### src/rtl/wrf_consts.vh
// Constants of the wake-on-LAN receive filter
// Assumes APB byte addresses equal register index times four
`ifndef WRF_CONSTS_VH
`define WRF_CONSTS_VH
// -----------------------------------------------
// Register indexes (byte address = index * 4)
// -----------------------------------------------
`define WRF_IDX_CFG 14'h04A0
`define WRF_IDX_ST 14'h04A1
`define WRF_IDX_DATA0 14'h04A2
`define WRF_IDX_DATA9 14'h04AB
`define WRF_IDX_IRQ_ST 14'h04C0
`define WRF_IDX_IRQ_MASK 14'h04C1
// -----------------------------------------------
// Field positions and reset values
// -----------------------------------------------
`define WRF_CFG_RESET 16'h1000
`define WRF_CFG_WMASK 16'hF7FF
`define WRF_CFG_SFD 13
`define WRF_CFG_CRC_GATE 12
`define WRF_CFG_LVL_CLR 11
`define WRF_CFG_IND_SEL 8
`define WRF_CFG_WOL_EN 7
`define WRF_CFG_PASS_EN 5
`define WRF_CFG_PAT_EN 1
`define WRF_CFG_MAGIC_EN 0
`define WRF_ST_SRC 12
`define WRF_ST_SFD_ERR 7
`define WRF_ST_CRC_ERR 6
`define WRF_ST_HACK 5
`define WRF_ST_PAT 1
`define WRF_ST_MAGIC 0
`define WRF_ST_EVT_MASK 16'h00E3
`define WRF_DATA_RESET 16'h0000
// -----------------------------------------------
// Frame bytes and counts
// -----------------------------------------------
`define WRF_SFD_NORMAL 8'hD5
`define WRF_SFD_SWAPPED 8'h5D
`define WRF_PREAMBLE 8'h55
`define WRF_SYNC_BYTE 8'hFF
`define WRF_SYNC_LAST 3'h5
`define WRF_ADDR_LAST 3'h5
`define WRF_BODY_LAST 7'h5F
`define WRF_PW_LAST 3'h5
`define WRF_PAT_BYTES 4'h8
// -----------------------------------------------
// Timing
// -----------------------------------------------
`define WRF_REF_PERIOD_PS 8000
`define WRF_CLK_PERIOD_PS 25000
`define WRF_PULSE_BASE 8
`endif

### src/rtl/wrf_wol_rx_filter.v
// Wake-on-LAN receive filter with APB register slave
// Expects received bytes synchronous to clk_sys, one per valid
// strobe, frame end as a one-cycle pulse with its CRC verdict
`timescale 1ns/1ps
`default_nettype none
`include "wrf_consts.vh"

module wrf_wol_rx_filter
(
    input wire clk_sys,
    input wire rst_b,
    input wire clkEn,
    input wire psel,
    input wire penable,
    input wire pwrite,
    input wire [15:0] paddr,
    input wire [31:0] pwdata,
    output reg [31:0] prdata,
    output wire pready,
    output wire pslverr,
    input wire rxByteValid,
    input wire [7:0] rxByte,
    input wire rxFrameEnd,
    input wire rxCrcBad,
    input wire polarityIrq,
    output reg wakeOut,
    output reg irqOut,
    output reg intRouteOut
);

    // -----------------------------------------------
    // Helpers
    // -----------------------------------------------
    localparam F_HUNT = 2'd0;
    localparam F_BODY = 2'd1;
    localparam F_DROP = 2'd2;
    localparam M_SYNC = 2'd0;
    localparam M_ADDR = 2'd1;
    localparam M_PASS = 2'd2;
    localparam M_DONE = 2'd3;

    function [7:0] reorder;
        input [1:0] mode;
        input [7:0] b;
        begin
            case (mode)
                2'b00: reorder = b;
                2'b01: reorder = {b[0], b[1], b[2], b[3], b[4], b[5], b[6], b[7]};
                2'b10: reorder = {b[3:0], b[7:4]};
                2'b11: reorder = {b[4], b[5], b[6], b[7], b[0], b[1], b[2], b[3]};
                default: reorder = b;
            endcase
        end
    endfunction

    // Reference cycles scaled to clk_sys, rounded up
    function [4:0] pulseLen;
        input [1:0] sel;
        integer t;
        begin
            t = ((`WRF_PULSE_BASE << sel) * `WRF_REF_PERIOD_PS + `WRF_CLK_PERIOD_PS - 1)
                / `WRF_CLK_PERIOD_PS;
            pulseLen = t[4:0];
        end
    endfunction

    function isMapped;
        input [13:0] idx;
        begin
            isMapped = (idx >= `WRF_IDX_CFG && idx <= `WRF_IDX_DATA9)
                || idx == `WRF_IDX_IRQ_ST || idx == `WRF_IDX_IRQ_MASK;
        end
    endfunction

    // -----------------------------------------------
    // APB decode
    // -----------------------------------------------
    wire [13:0] idx = paddr[15:2];
    wire [13:0] dataOff = idx - `WRF_IDX_DATA0;
    wire mapped = (paddr[1:0] == 2'h0) && isMapped(idx);
    wire access = psel && penable;
    wire wrEn = access && pwrite && mapped;
    wire rdDone = access && !pwrite && mapped;

    // Zero wait states; read data is captured in the setup cycle
    assign pready = access;
    assign pslverr = access && !mapped;

    reg [15:0] cfg;
    reg srcSel;
    reg [15:0] rxStat;
    reg [15:0] irqStat;
    reg [15:0] irqMask;
    wire [159:0] dataVec;

    // Address, password and pattern words
    genvar g;
    generate
        for (g = 0; g < 10; g = g + 1)
        begin : gen_data
            reg [15:0] word;
            always @(posedge clk_sys)
            begin
                if (!rst_b)
                    word <= `WRF_DATA_RESET;
                else if (clkEn && wrEn && dataOff == g)
                    word <= pwdata[15:0];
            end
            assign dataVec[g*16 +: 16] = word;
        end
    endgenerate

    wire [47:0] macVec = dataVec[47:0];
    wire [47:0] pwVec = dataVec[95:48];
    wire [63:0] patVec = dataVec[159:96];

    wire wolEn = cfg[`WRF_CFG_WOL_EN];

    // Configuration and source select; level-clear never stored
    always @(posedge clk_sys)
    begin
        if (!rst_b)
        begin
            cfg <= `WRF_CFG_RESET;
            srcSel <= 1'b0;
        end
        else if (clkEn && wrEn)
        begin
            if (idx == `WRF_IDX_CFG)
            begin
                cfg <= pwdata[15:0] & `WRF_CFG_WMASK;
                if (pwdata[`WRF_CFG_WOL_EN] && !wolEn)
                    srcSel <= 1'b1;
            end
            if (idx == `WRF_IDX_ST)
                srcSel <= pwdata[`WRF_ST_SRC];
        end
    end

    // Read mux, sampled in setup so data stands in access
    reg [15:0] rdVal;
    always @*
    begin
        rdVal = 16'h0000;
        if (idx == `WRF_IDX_CFG)
            rdVal = cfg;
        else if (idx == `WRF_IDX_ST)
            rdVal = rxStat | ({15'h0000, srcSel} << `WRF_ST_SRC);
        else if (idx == `WRF_IDX_IRQ_ST)
            rdVal = irqStat;
        else if (idx == `WRF_IDX_IRQ_MASK)
            rdVal = irqMask;
        else if (idx >= `WRF_IDX_DATA0 && idx <= `WRF_IDX_DATA9)
            rdVal = dataVec[dataOff[3:0]*16 +: 16];
    end

    always @(posedge clk_sys)
    begin
        if (!rst_b)
            prdata <= 32'h00000000;
        else if (clkEn && psel && !penable)
            prdata <= {16'h0000, mapped ? rdVal : 16'h0000};
    end

    // -----------------------------------------------
    // Frame delimiter and byte tracking
    // -----------------------------------------------
    wire [7:0] rb = reorder(cfg[15:14], rxByte);
    wire [7:0] sfdByte = cfg[`WRF_CFG_SFD] ? `WRF_SFD_SWAPPED : `WRF_SFD_NORMAL;

    reg [1:0] fState;
    reg [1:0] mState;
    reg [2:0] syncCnt;
    reg [2:0] addrPos;
    reg [6:0] bodyCnt;
    reg [2:0] pwCnt;
    reg pwBad;
    reg [3:0] patCnt;
    reg patFail;
    reg [15:0] evt;

    wire inBody = fState == F_BODY;
    wire byteIn = rxByteValid && wolEn;
    wire isSync = rb == `WRF_SYNC_BYTE;
    wire addrHit = rb == macVec[47 - addrPos*8 -: 8];

    // Frame-level state; resets at every frame end
    always @(posedge clk_sys)
    begin
        if (!rst_b)
            fState <= F_HUNT;
        else if (clkEn)
        begin
            if (rxFrameEnd || !wolEn)
                fState <= F_HUNT;
            else if (byteIn)
            begin
                case (fState)
                    F_HUNT:
                        if (rb == sfdByte)
                            fState <= F_BODY;
                        else if (rb != `WRF_PREAMBLE)
                            fState <= F_DROP;
                    default: fState <= fState;
                endcase
            end
        end
    end

    // Magic packet search anywhere in the frame body
    always @(posedge clk_sys)
    begin
        if (!rst_b || !inBody)
        begin
            mState <= M_SYNC;
            syncCnt <= 3'h0;
            addrPos <= 3'h0;
            bodyCnt <= 7'h00;
            pwCnt <= 3'h0;
            pwBad <= 1'b0;
        end
        else if (clkEn && byteIn)
        begin
            case (mState)
                M_SYNC:
                    if (!isSync)
                        syncCnt <= 3'h0;
                    else if (syncCnt == `WRF_SYNC_LAST)
                    begin
                        mState <= M_ADDR;
                        addrPos <= 3'h0;
                        bodyCnt <= 7'h00;
                    end
                    else
                        syncCnt <= syncCnt + 3'h1;
                M_ADDR:
                    if (addrHit)
                    begin
                        addrPos <= (addrPos == `WRF_ADDR_LAST) ? 3'h0 : addrPos + 3'h1;
                        bodyCnt <= bodyCnt + 7'h01;
                        if (bodyCnt == `WRF_BODY_LAST)
                            mState <= cfg[`WRF_CFG_PASS_EN] ? M_PASS : M_DONE;
                    end
                    else if (!(bodyCnt == 7'h00 && isSync))
                    begin
                        // Extra sync bytes before the address are tolerated
                        mState <= M_SYNC;
                        syncCnt <= isSync ? 3'h1 : 3'h0;
                    end
                M_PASS:
                begin
                    if (rb != pwVec[pwCnt*8 +: 8])
                        pwBad <= 1'b1;
                    pwCnt <= pwCnt + 3'h1;
                    if (pwCnt == `WRF_PW_LAST)
                        mState <= M_DONE;
                end
                default: mState <= mState;
            endcase
        end
    end

    // Pattern compare on the leading bytes after the delimiter
    always @(posedge clk_sys)
    begin
        if (!rst_b || !inBody)
        begin
            patCnt <= 4'h0;
            patFail <= 1'b0;
        end
        else if (clkEn && byteIn && patCnt != `WRF_PAT_BYTES)
        begin
            if (rb != patVec[patCnt*8 +: 8])
                patFail <= 1'b1;
            patCnt <= patCnt + 4'h1;
        end
    end

    // -----------------------------------------------
    // Frame verdict events, one cycle each
    // -----------------------------------------------
    wire gated = cfg[`WRF_CFG_CRC_GATE] && rxCrcBad;
    wire magicOk = mState == M_DONE && !pwBad;
    wire hackSeen = cfg[`WRF_CFG_PASS_EN] && (mState == M_PASS || (mState == M_DONE && pwBad));
    wire patOk = patCnt == `WRF_PAT_BYTES && !patFail;
    wire endBody = rxFrameEnd && inBody && wolEn;
    reg [15:0] next_evt;

    always @*
    begin
        next_evt = 16'h0000;
        next_evt[`WRF_ST_SFD_ERR] = byteIn && fState == F_HUNT && rb != sfdByte
            && rb != `WRF_PREAMBLE && !rxFrameEnd;
        next_evt[`WRF_ST_CRC_ERR] = endBody && rxCrcBad;
        next_evt[`WRF_ST_HACK] = endBody && hackSeen;
        next_evt[`WRF_ST_PAT] = endBody && patOk && !gated && cfg[`WRF_CFG_PAT_EN];
        next_evt[`WRF_ST_MAGIC] = endBody && magicOk && !gated && cfg[`WRF_CFG_MAGIC_EN];
    end

    always @(posedge clk_sys)
    begin
        if (!rst_b)
            evt <= 16'h0000;
        else if (clkEn)
            evt <= next_evt;
    end

    // -----------------------------------------------
    // Sticky status and interrupt; set beats clear
    // -----------------------------------------------
    wire stRead = rdDone && idx == `WRF_IDX_ST;
    wire [16:0] irqW1c = {1'b0, (wrEn && idx == `WRF_IDX_IRQ_ST) ? pwdata[15:0] : 16'h0000};

    always @(posedge clk_sys)
    begin
        if (!rst_b)
        begin
            rxStat <= 16'h0000;
            irqStat <= 16'h0000;
            irqMask <= 16'h0000;
        end
        else if (clkEn)
        begin
            rxStat <= ((stRead ? 16'h0000 : rxStat) | evt) & `WRF_ST_EVT_MASK;
            irqStat <= ((irqStat & ~irqW1c[15:0]) | evt) & `WRF_ST_EVT_MASK;
            if (wrEn && idx == `WRF_IDX_IRQ_MASK)
                irqMask <= pwdata[15:0] & `WRF_ST_EVT_MASK;
        end
    end

    wire irqNext = |(irqStat & irqMask);

    // Routed output mirrors the selected interrupt source
    always @(posedge clk_sys)
    begin
        if (!rst_b)
        begin
            irqOut <= 1'b0;
            intRouteOut <= 1'b0;
        end
        else if (clkEn)
        begin
            irqOut <= irqNext;
            intRouteOut <= srcSel ? irqNext : polarityIrq;
        end
    end

    // -----------------------------------------------
    // Wake indication: level or timed pulse
    // -----------------------------------------------
    wire wakeEvt = evt[`WRF_ST_MAGIC] || evt[`WRF_ST_PAT];
    wire lvlClr = wrEn && idx == `WRF_IDX_CFG && pwdata[`WRF_CFG_LVL_CLR];
    reg [4:0] pulseCnt;

    always @(posedge clk_sys)
    begin
        if (!rst_b)
        begin
            wakeOut <= 1'b0;
            pulseCnt <= 5'h00;
        end
        else if (clkEn)
        begin
            if (cfg[`WRF_CFG_IND_SEL])
            begin
                pulseCnt <= 5'h00;
                if (wakeEvt)
                    wakeOut <= 1'b1;
                else if (lvlClr)
                    wakeOut <= 1'b0;
            end
            else if (wakeEvt)
            begin
                pulseCnt <= pulseLen(cfg[10:9]) - 5'h01;
                wakeOut <= 1'b1;
            end
            else if (pulseCnt != 5'h00)
                pulseCnt <= pulseCnt - 5'h01;
            else
                wakeOut <= 1'b0;
        end
    end

endmodule // wrf_wol_rx_filter
`default_nettype wire

### config.mk
export PLATFORM = sky130hd
export DESIGN_NAME = wrf_wol_rx_filter
export DESIGN_NICKNAME = d
export VERILOG_FILES = /design/src/rtl/wrf_wol_rx_filter.v
export VERILOG_INCLUDE_DIRS = /design/src /design/src/rtl
export SDC_FILE = /design/constraint.sdc
export NUM_CORES = 1
export LEC_CHECK = 0
export ABC_AREA = 1
export ABC_CLOCK_PERIOD_IN_PS = 6000
export BUFFER_PORTS_ARGS = -buffer_cell sky130_fd_sc_hd__buf_2
export CELL_PAD_IN_SITES_DETAIL_PLACEMENT = 0
export CELL_PAD_IN_SITES_GLOBAL_PLACEMENT = 1
export CORE_UTILIZATION = 45
export DETAILED_ROUTE_END_ITERATION = 12
export PLACE_DENSITY = 0.84
export REMOVE_ABC_BUFFERS = 1
export SYNTH_ARGS = -nofsm -noshare
export SYNTH_HDL_FRONTEND = slang
export SYNTH_SLANG_ARGS = --single-unit
### constraint.sdc
create_clock -name clk_sys -period 6 [get_ports clk_sys]
set_input_delay 0.9 -clock clk_sys [delete_from_list [all_inputs] [get_ports clk_sys]]
set_output_delay 0.9 -clock clk_sys [all_outputs]
set_load 0.03 [all_outputs]
==> out/qor.yml, run 1 <==
die:
  die_h_um: 183
  placementRows: 66
  start_util: 0.456
  dieWidth_um: 183
  ios: 103
  core_um2: 32500
  dieArea_um2: 33600
pwr:
  p_sw_w: 0.000991
  clkPwrFrac: 0.475
  power_density_nw_per_um2: 234
  p_leak_nw: 6.27
  vdd_drop_max_uv: 229
  swShare: 0.258
  p_seq_frac: 0.431
  internal-power_w: 0.00285
  power_frac_comb: 0.094
placement:
  port_buffers: 70
  dpl.cell_count: 2493
  place.detailed.hpwl_um: 35200
  gp_congestion: 1.00
worst_setup_path:
  path_common_cell: "nand2_1"
  slowest_stage: "fa_1"
  critical_path.max_stage_delay_ns: 0.43
  path_class: "register to register"
  crit_path_end_kind: "register"
  crit_fanout: 8
  cp.arrival_ns: 5.70
  cp.required_ns: 6.47
  crit_buf_inv: 5
  critPathLaunchType: "register"
  cpLargestDelayFamily: "adder cells"
synth:
  synth.distinct_cells: 67
  ys_warn_count: 0
  synth_top_area_cell: "dfxtp_1"
  yosys_most_used_dff: "dfxtp_1"
  syn_avg_cell_area_um2: 7.17
  yosysSeqAreaShare: 0.332
  synth_edf_count: 0
  synth.ff_latch_count: 246
  synth-async-reset-ratio: 0
  synth_top_cells_by_area: "dfxtp_1, nor2_1, o21ai_0, nand2_1, a21oi_1"
  syn_inst: 2065
  synth.top_cell.area_share: 0.332
  syn_area_um2: 14800
timing:
  slew_violations: 0
  worst_clock_skew_ns: 0.0306
  worst_slew_pin_slew_ns: 1.12
  hold_violations: 0
  period_needed_ns: 5.23
  setup_viol: 0
  max_slew_margin: 0.252
  setup_tns_ns: 0
  period_share: 0.872
  rsz0062_at_grt: "false"
  clock.fmax_mhz: 191
drt:
  ant_nets: 0
  vias: 14900
  drt-initial-drc-count: 1357
  routed_wl_um: 49700
  first_pass_iters: 8
  drc_errors: 0
  wire_per_inst_um: 19.5
  viasPerCell: 5.84
final_layout:
  area_delta_synth_final_pct: 10.7
  antenna_cells: 0
  instances_no_fill: 2543
  nets: 2189
  layout_common_cells: "nor2_1, nand2_1, dfxtp_1, o21ai_0, inv_1"
  drive_above_1_share: 0.134
  layout_commonest_cell: "nor2_1"
  fill_cells: 3292
global_route:
  grt_pass1_vias: 13900
  grt_overflow: 0
  grt_max_degree: 87
  grt_usage: 0.292
  grt_pass1_wl_um: 77200
  antenna_found_initial: 1
cts:
  path_clk_slew_ns: 0.06
  htree_levels: 1
  ctsResizeCount: 0
  cts_tree: "yes"
  post_cts_buffers: 0
  clk_latency_ns: 0.57
  clock-sinks: 246
  hold_buffers: 0
  cts_buffers: 27
  cts_root_buf: "clkbuf_16"
  cts_buffer_depth: 3
outcome:
  status: "completed"
run:
  cap_violations: 0
min_path:
  worst_hold_path_type: "register to register"
[tightest hold or removal path, cell delays in order, from the launching register on]
cell     delay, ns
dfxtp_1       0.31
nand2_1       0.06
a21oi_1       0.05
[power groups by stage]
stage	sequential (W)	combinational, W	clock (W)
final	0.00165	0.000360	0.00182
after global routing	0.00165	0.000385	0.00191
after CTS	0.00165	0.000351	0.00185
after detailed placement	0.00169	0.000350	0
after global placement	0.00169	0.000348	0
after floorplan	0.00169	0.000205	0
[kinds of logic (layout without fill, tap and decap cells)]
family / Yosys count / after routing / synth area share
compound gates: 659 / 659 / 0.293
xor+xnor: 30 / 30 / 0.0177
fa+ha+maj: 43 / 43 / 0.0373
buf+inv: 343 / 363 / 0.0958
flops: 246 / 246 / 0.332
other cells: 1 / 17 / 0.000253
simple gates: 743 / 743 / 0.224
[metrics by stage]
step	setup slack [ns]	hold WS, ns	area (um2)	util	power, W
floorplan	0.760	0.436	14200	-	0.00189
global placement	0.869	0.449	15400	0.475	0.00204
detailed placement	0.797	0.454	15400	0.475	0.00204
CTS	0.786	0.463	16400	0.505	0.00385
global route	0.211	0.479	16400	0.505	0.00395
finish	0.769	0.460	16400	0.505	0.00384
[synth_stat cells, types with 29 or more instances]
cell      instances
nand2_1         263
inv_1           172
clkbuf_1         85
a211oi_1         77
buf_4            29
a211oi_2         59
a21oi_1         159
dfxtp_1         246
ha_1             41
nand4_1          30
o21ai_0         198
nor2_1          296
nand3_1          66
o22ai_1          72
o211ai_1         30
[layout make-up]
cell class                      instances  area (um2)  area share
Clock inverter                         12         203      0.0124
Inverter                              205         774      0.0472
Clock buffer                           38         767      0.0468
Multi-Input combinational cell       1492        8530       0.521
Tap cell                              442         553      0.0337
Sequential cell                       246        4920       0.300
Timing Repair Buffer                  108         636      0.0388
[state kept, by name (all words and copies together), names as in the netlist, 4 cells and up]
register       cells
bodyCnt            7
cfg               15
evt                5
gen_data.word    160
irqMask            5
irqStat            5
patCnt             4
prdata            16
pulseCnt           5
rxStat             5
[final timing paths]
kind / from / endpoint / slack, ns / cells past startpoint
setup / recovery: cfg[10] / pulseCnt[4] / 0.77 / 34
setup reg to reg: cfg[10] / pulseCnt[4] / 0.77 / 34
hold / removal: prdata[6] / prdata[6] / 0.46 / 2
hold reg to reg: prdata[6] / prdata[6] / 0.46 / 2
[metal layers]
| metal | wire, um | up-vias | share of wire | track usage |
|---|---|---|---|---|
| li1 | - | 7174 | - | - |
| met5 | 13 | - | 0.00026 | 0 |
| met3 | 3580 | 119 | 0.072 | 0.0388 |
| met4 | 1800 | 2 | 0.036 | 0.106 |
| met2 | 22000 | 602 | 0.44 | 0.462 |
| met1 | 22300 | 6953 | 0.45 | 0.405 |
Note: power is estimated with default switching activity, not from simulation.
==> run 2, diff against run 1 <==
- ABC_CLOCK_PERIOD_IN_PS: 6000 -> 6500
- CORE_MARGIN: not set -> 1.5
- CORE_UTILIZATION: 45 -> 48
- PLACE_DENSITY: 0.84 -> 0.89
- clock period: 6 -> 6.5 ns (I/O delays scaled with it)
==> run 2 against run 1 <==
Clock power fell by 7%; first-iteration DRC count up 11%; critical path depth is 2 lower; critical path type unchanged; largest power group unchanged.
==> out/qor.yml, run 2 (synthesized netlist as in run 1, its figures left out) <==
cts:
  cts_buffer_depth: 3
  htree_levels: 1
  clk_latency_ns: 0.57
  cts_root_buf: "clkbuf_16"
  cts_tree: "yes"
  ctsResizeCount: 0
  hold_buffers: 0
  post_cts_buffers: 0
  cts_buffers: 27
  clock-sinks: 246
  path_clk_slew_ns: 0.06
placement:
  gp_congestion: 0.931
  placed_area_um2: 15300
  place.detailed.hpwl_um: 34500
  place_ws_ns: 1.28
  port_buffers: 70
  dpl.cell_count: 2440
worst_setup_path:
  r2r-start: "cfg[10]"
  cp.arrival_ns: 5.74
  crit_buf_inv: 3
  cp.required_ns: 6.96
  cpLargestDelayFamily: "adder cells"
  rrSetupSlack_ns: 1.23
  critPathLaunchType: "register"
  r2r-end: "pulseCnt[3]"
  crit_path_end_kind: "register"
  crit_fanout: 17
  path_common_cell: "nand2_1"
  reg2regPathDepth: 32
  path_class: "register to register"
  slowest_stage: "ha_1"
  critical_path.max_stage_delay_ns: 0.65
timing:
  slew_violations: 0
  hold_violations: 0
  worst_clock_skew_ns: 0.0299
  worst_slew_pin_slew_ns: 1.10
  clock.fmax_mhz: 190
  period_needed_ns: 5.27
  rsz0062_at_grt: "false"
  setup_viol: 0
  setup_tns_ns: 0
  max_slew_margin: 0.265
  period_share: 0.811
  worst_slack_ns: 1.23
pwr:
  finalPower_w: 0.00354
  vdd_drop_max_uv: 175
  power_density_nw_per_um2: 218
  p_leak_nw: 6.23
min_path:
  whs_endpoint: "prdata[7]"
  whs_path_depth: 2
  min_from: "prdata[7]"
  worst_hold_path_type: "register to register"
final_layout:
  largest_registers: "gen_data.word x160, prdata x16, cfg x15"
  final_cell_area_um2: 16300
  layout_common_cells: "nor2_1, nand2_1, dfxtp_1, o21ai_0, inv_1"
  nets: 2182
  drive_above_1_share: 0.133
  fill_cells: 3005
  antenna_cells: 0
  instances_no_fill: 2490
  ff_latch_area_um2: 4920
  largest_reg_flops: 160
  regMostFlops: "gen_data.word"
  layout_commonest_cell: "nor2_1"
  area_delta_synth_final_pct: 10.0
  multiInputGateArea_um2: 8540
die:
  core_um2: 30500
  start_util: 0.485
  ios: 103
  die_h_um: 179
  placementRows: 64
  dieArea_um2: 31900
  dieWidth_um: 179
run:
  cap_violations: 0
global_route:
  grt_overflow: 0
  grt_usage: 0.312
  grt_pass1_vias: 13700
  grt_max_degree: 69
  antenna_found_initial: 2
  grt_pass1_wl_um: 77400
drt:
  drt-initial-drc-count: 1502
  ant_nets: 0
  viasPerCell: 6.00
  first_pass_iters: 6
  wire_per_inst_um: 20.0
  routed_wl_um: 49900
  vias: 14900
  drc_errors: 0
outcome:
  status: "completed"
## run 2: cell count changes in the layout (fill, tap and decap cells not counted), sizes merged
| cell | previous run | this run |
|---|---|---|
| clkinv | 18 | 19 |
| clkbuf | 38 | 35 |
| buf | 108 | 101 |
| clkinvlp | 1 | 3 |
## run 2: worst reg2reg max path, delay by kind of cell (launching register included)
kind            cells  cell delay (ns)
compound gates      2             0.40
xor+xnor            1             0.19
fa+ha+maj           5             2.18
buf+inv             3             0.22
flops               1             0.41
simple gates       21             1.79
## run 2: metrics by stage
| stage | util | hold WS [ns] |
|---|---|---|
| after floorplan | - | 0.436 |
| after global placement | 0.502 | 0.447 |
| after detailed placement | 0.502 | 0.452 |
| after CTS | 0.534 | 0.460 |
| after global routing | 0.534 | 0.480 |
| final | 0.534 | 0.463 |
## run 2: worst max path at each step
stage                     startpoint           to  cells after the start
after floorplan                rst_b   addrPos[0]                      4
after global placement        cfg[9]  pulseCnt[3]                     32
after detailed placement      cfg[9]  pulseCnt[3]                     32
after CTS                     cfg[9]  pulseCnt[3]                     32
after global routing         cfg[10]  pulseCnt[3]                     32
final                        cfg[10]  pulseCnt[3]                     32
## run 2: where the power goes
group	total [W]	leakage (nW)	internal, W	switching, W
sequential	0.00152	1.98	0.00152	0.00000733
clock	0.00169	0.477	0.00102	0.000670
combinational	0.000328	3.77	0.0000835	0.000244
total	0.00354	6.23	0.00262	0.000921
## run 2: final cells by class
class | instances | share of cell area
clock buffers | 35 | 0.0464
clock inverters | 15 | 0.0137
inverters | 205 | 0.0475
multi-input cells | 1492 | 0.524
flip-flops and latches | 246 | 0.302
well taps | 396 | 0.0304
repair buffers | 101 | 0.0358
## run 2: layer usage
layer | GRT usage | wire [um]
met1 | 0.426 | 21900
met2 | 0.481 | 21500
met3 | 0.0511 | 4130
met4 | 0.140 | 2380
met5 | 0 | 12
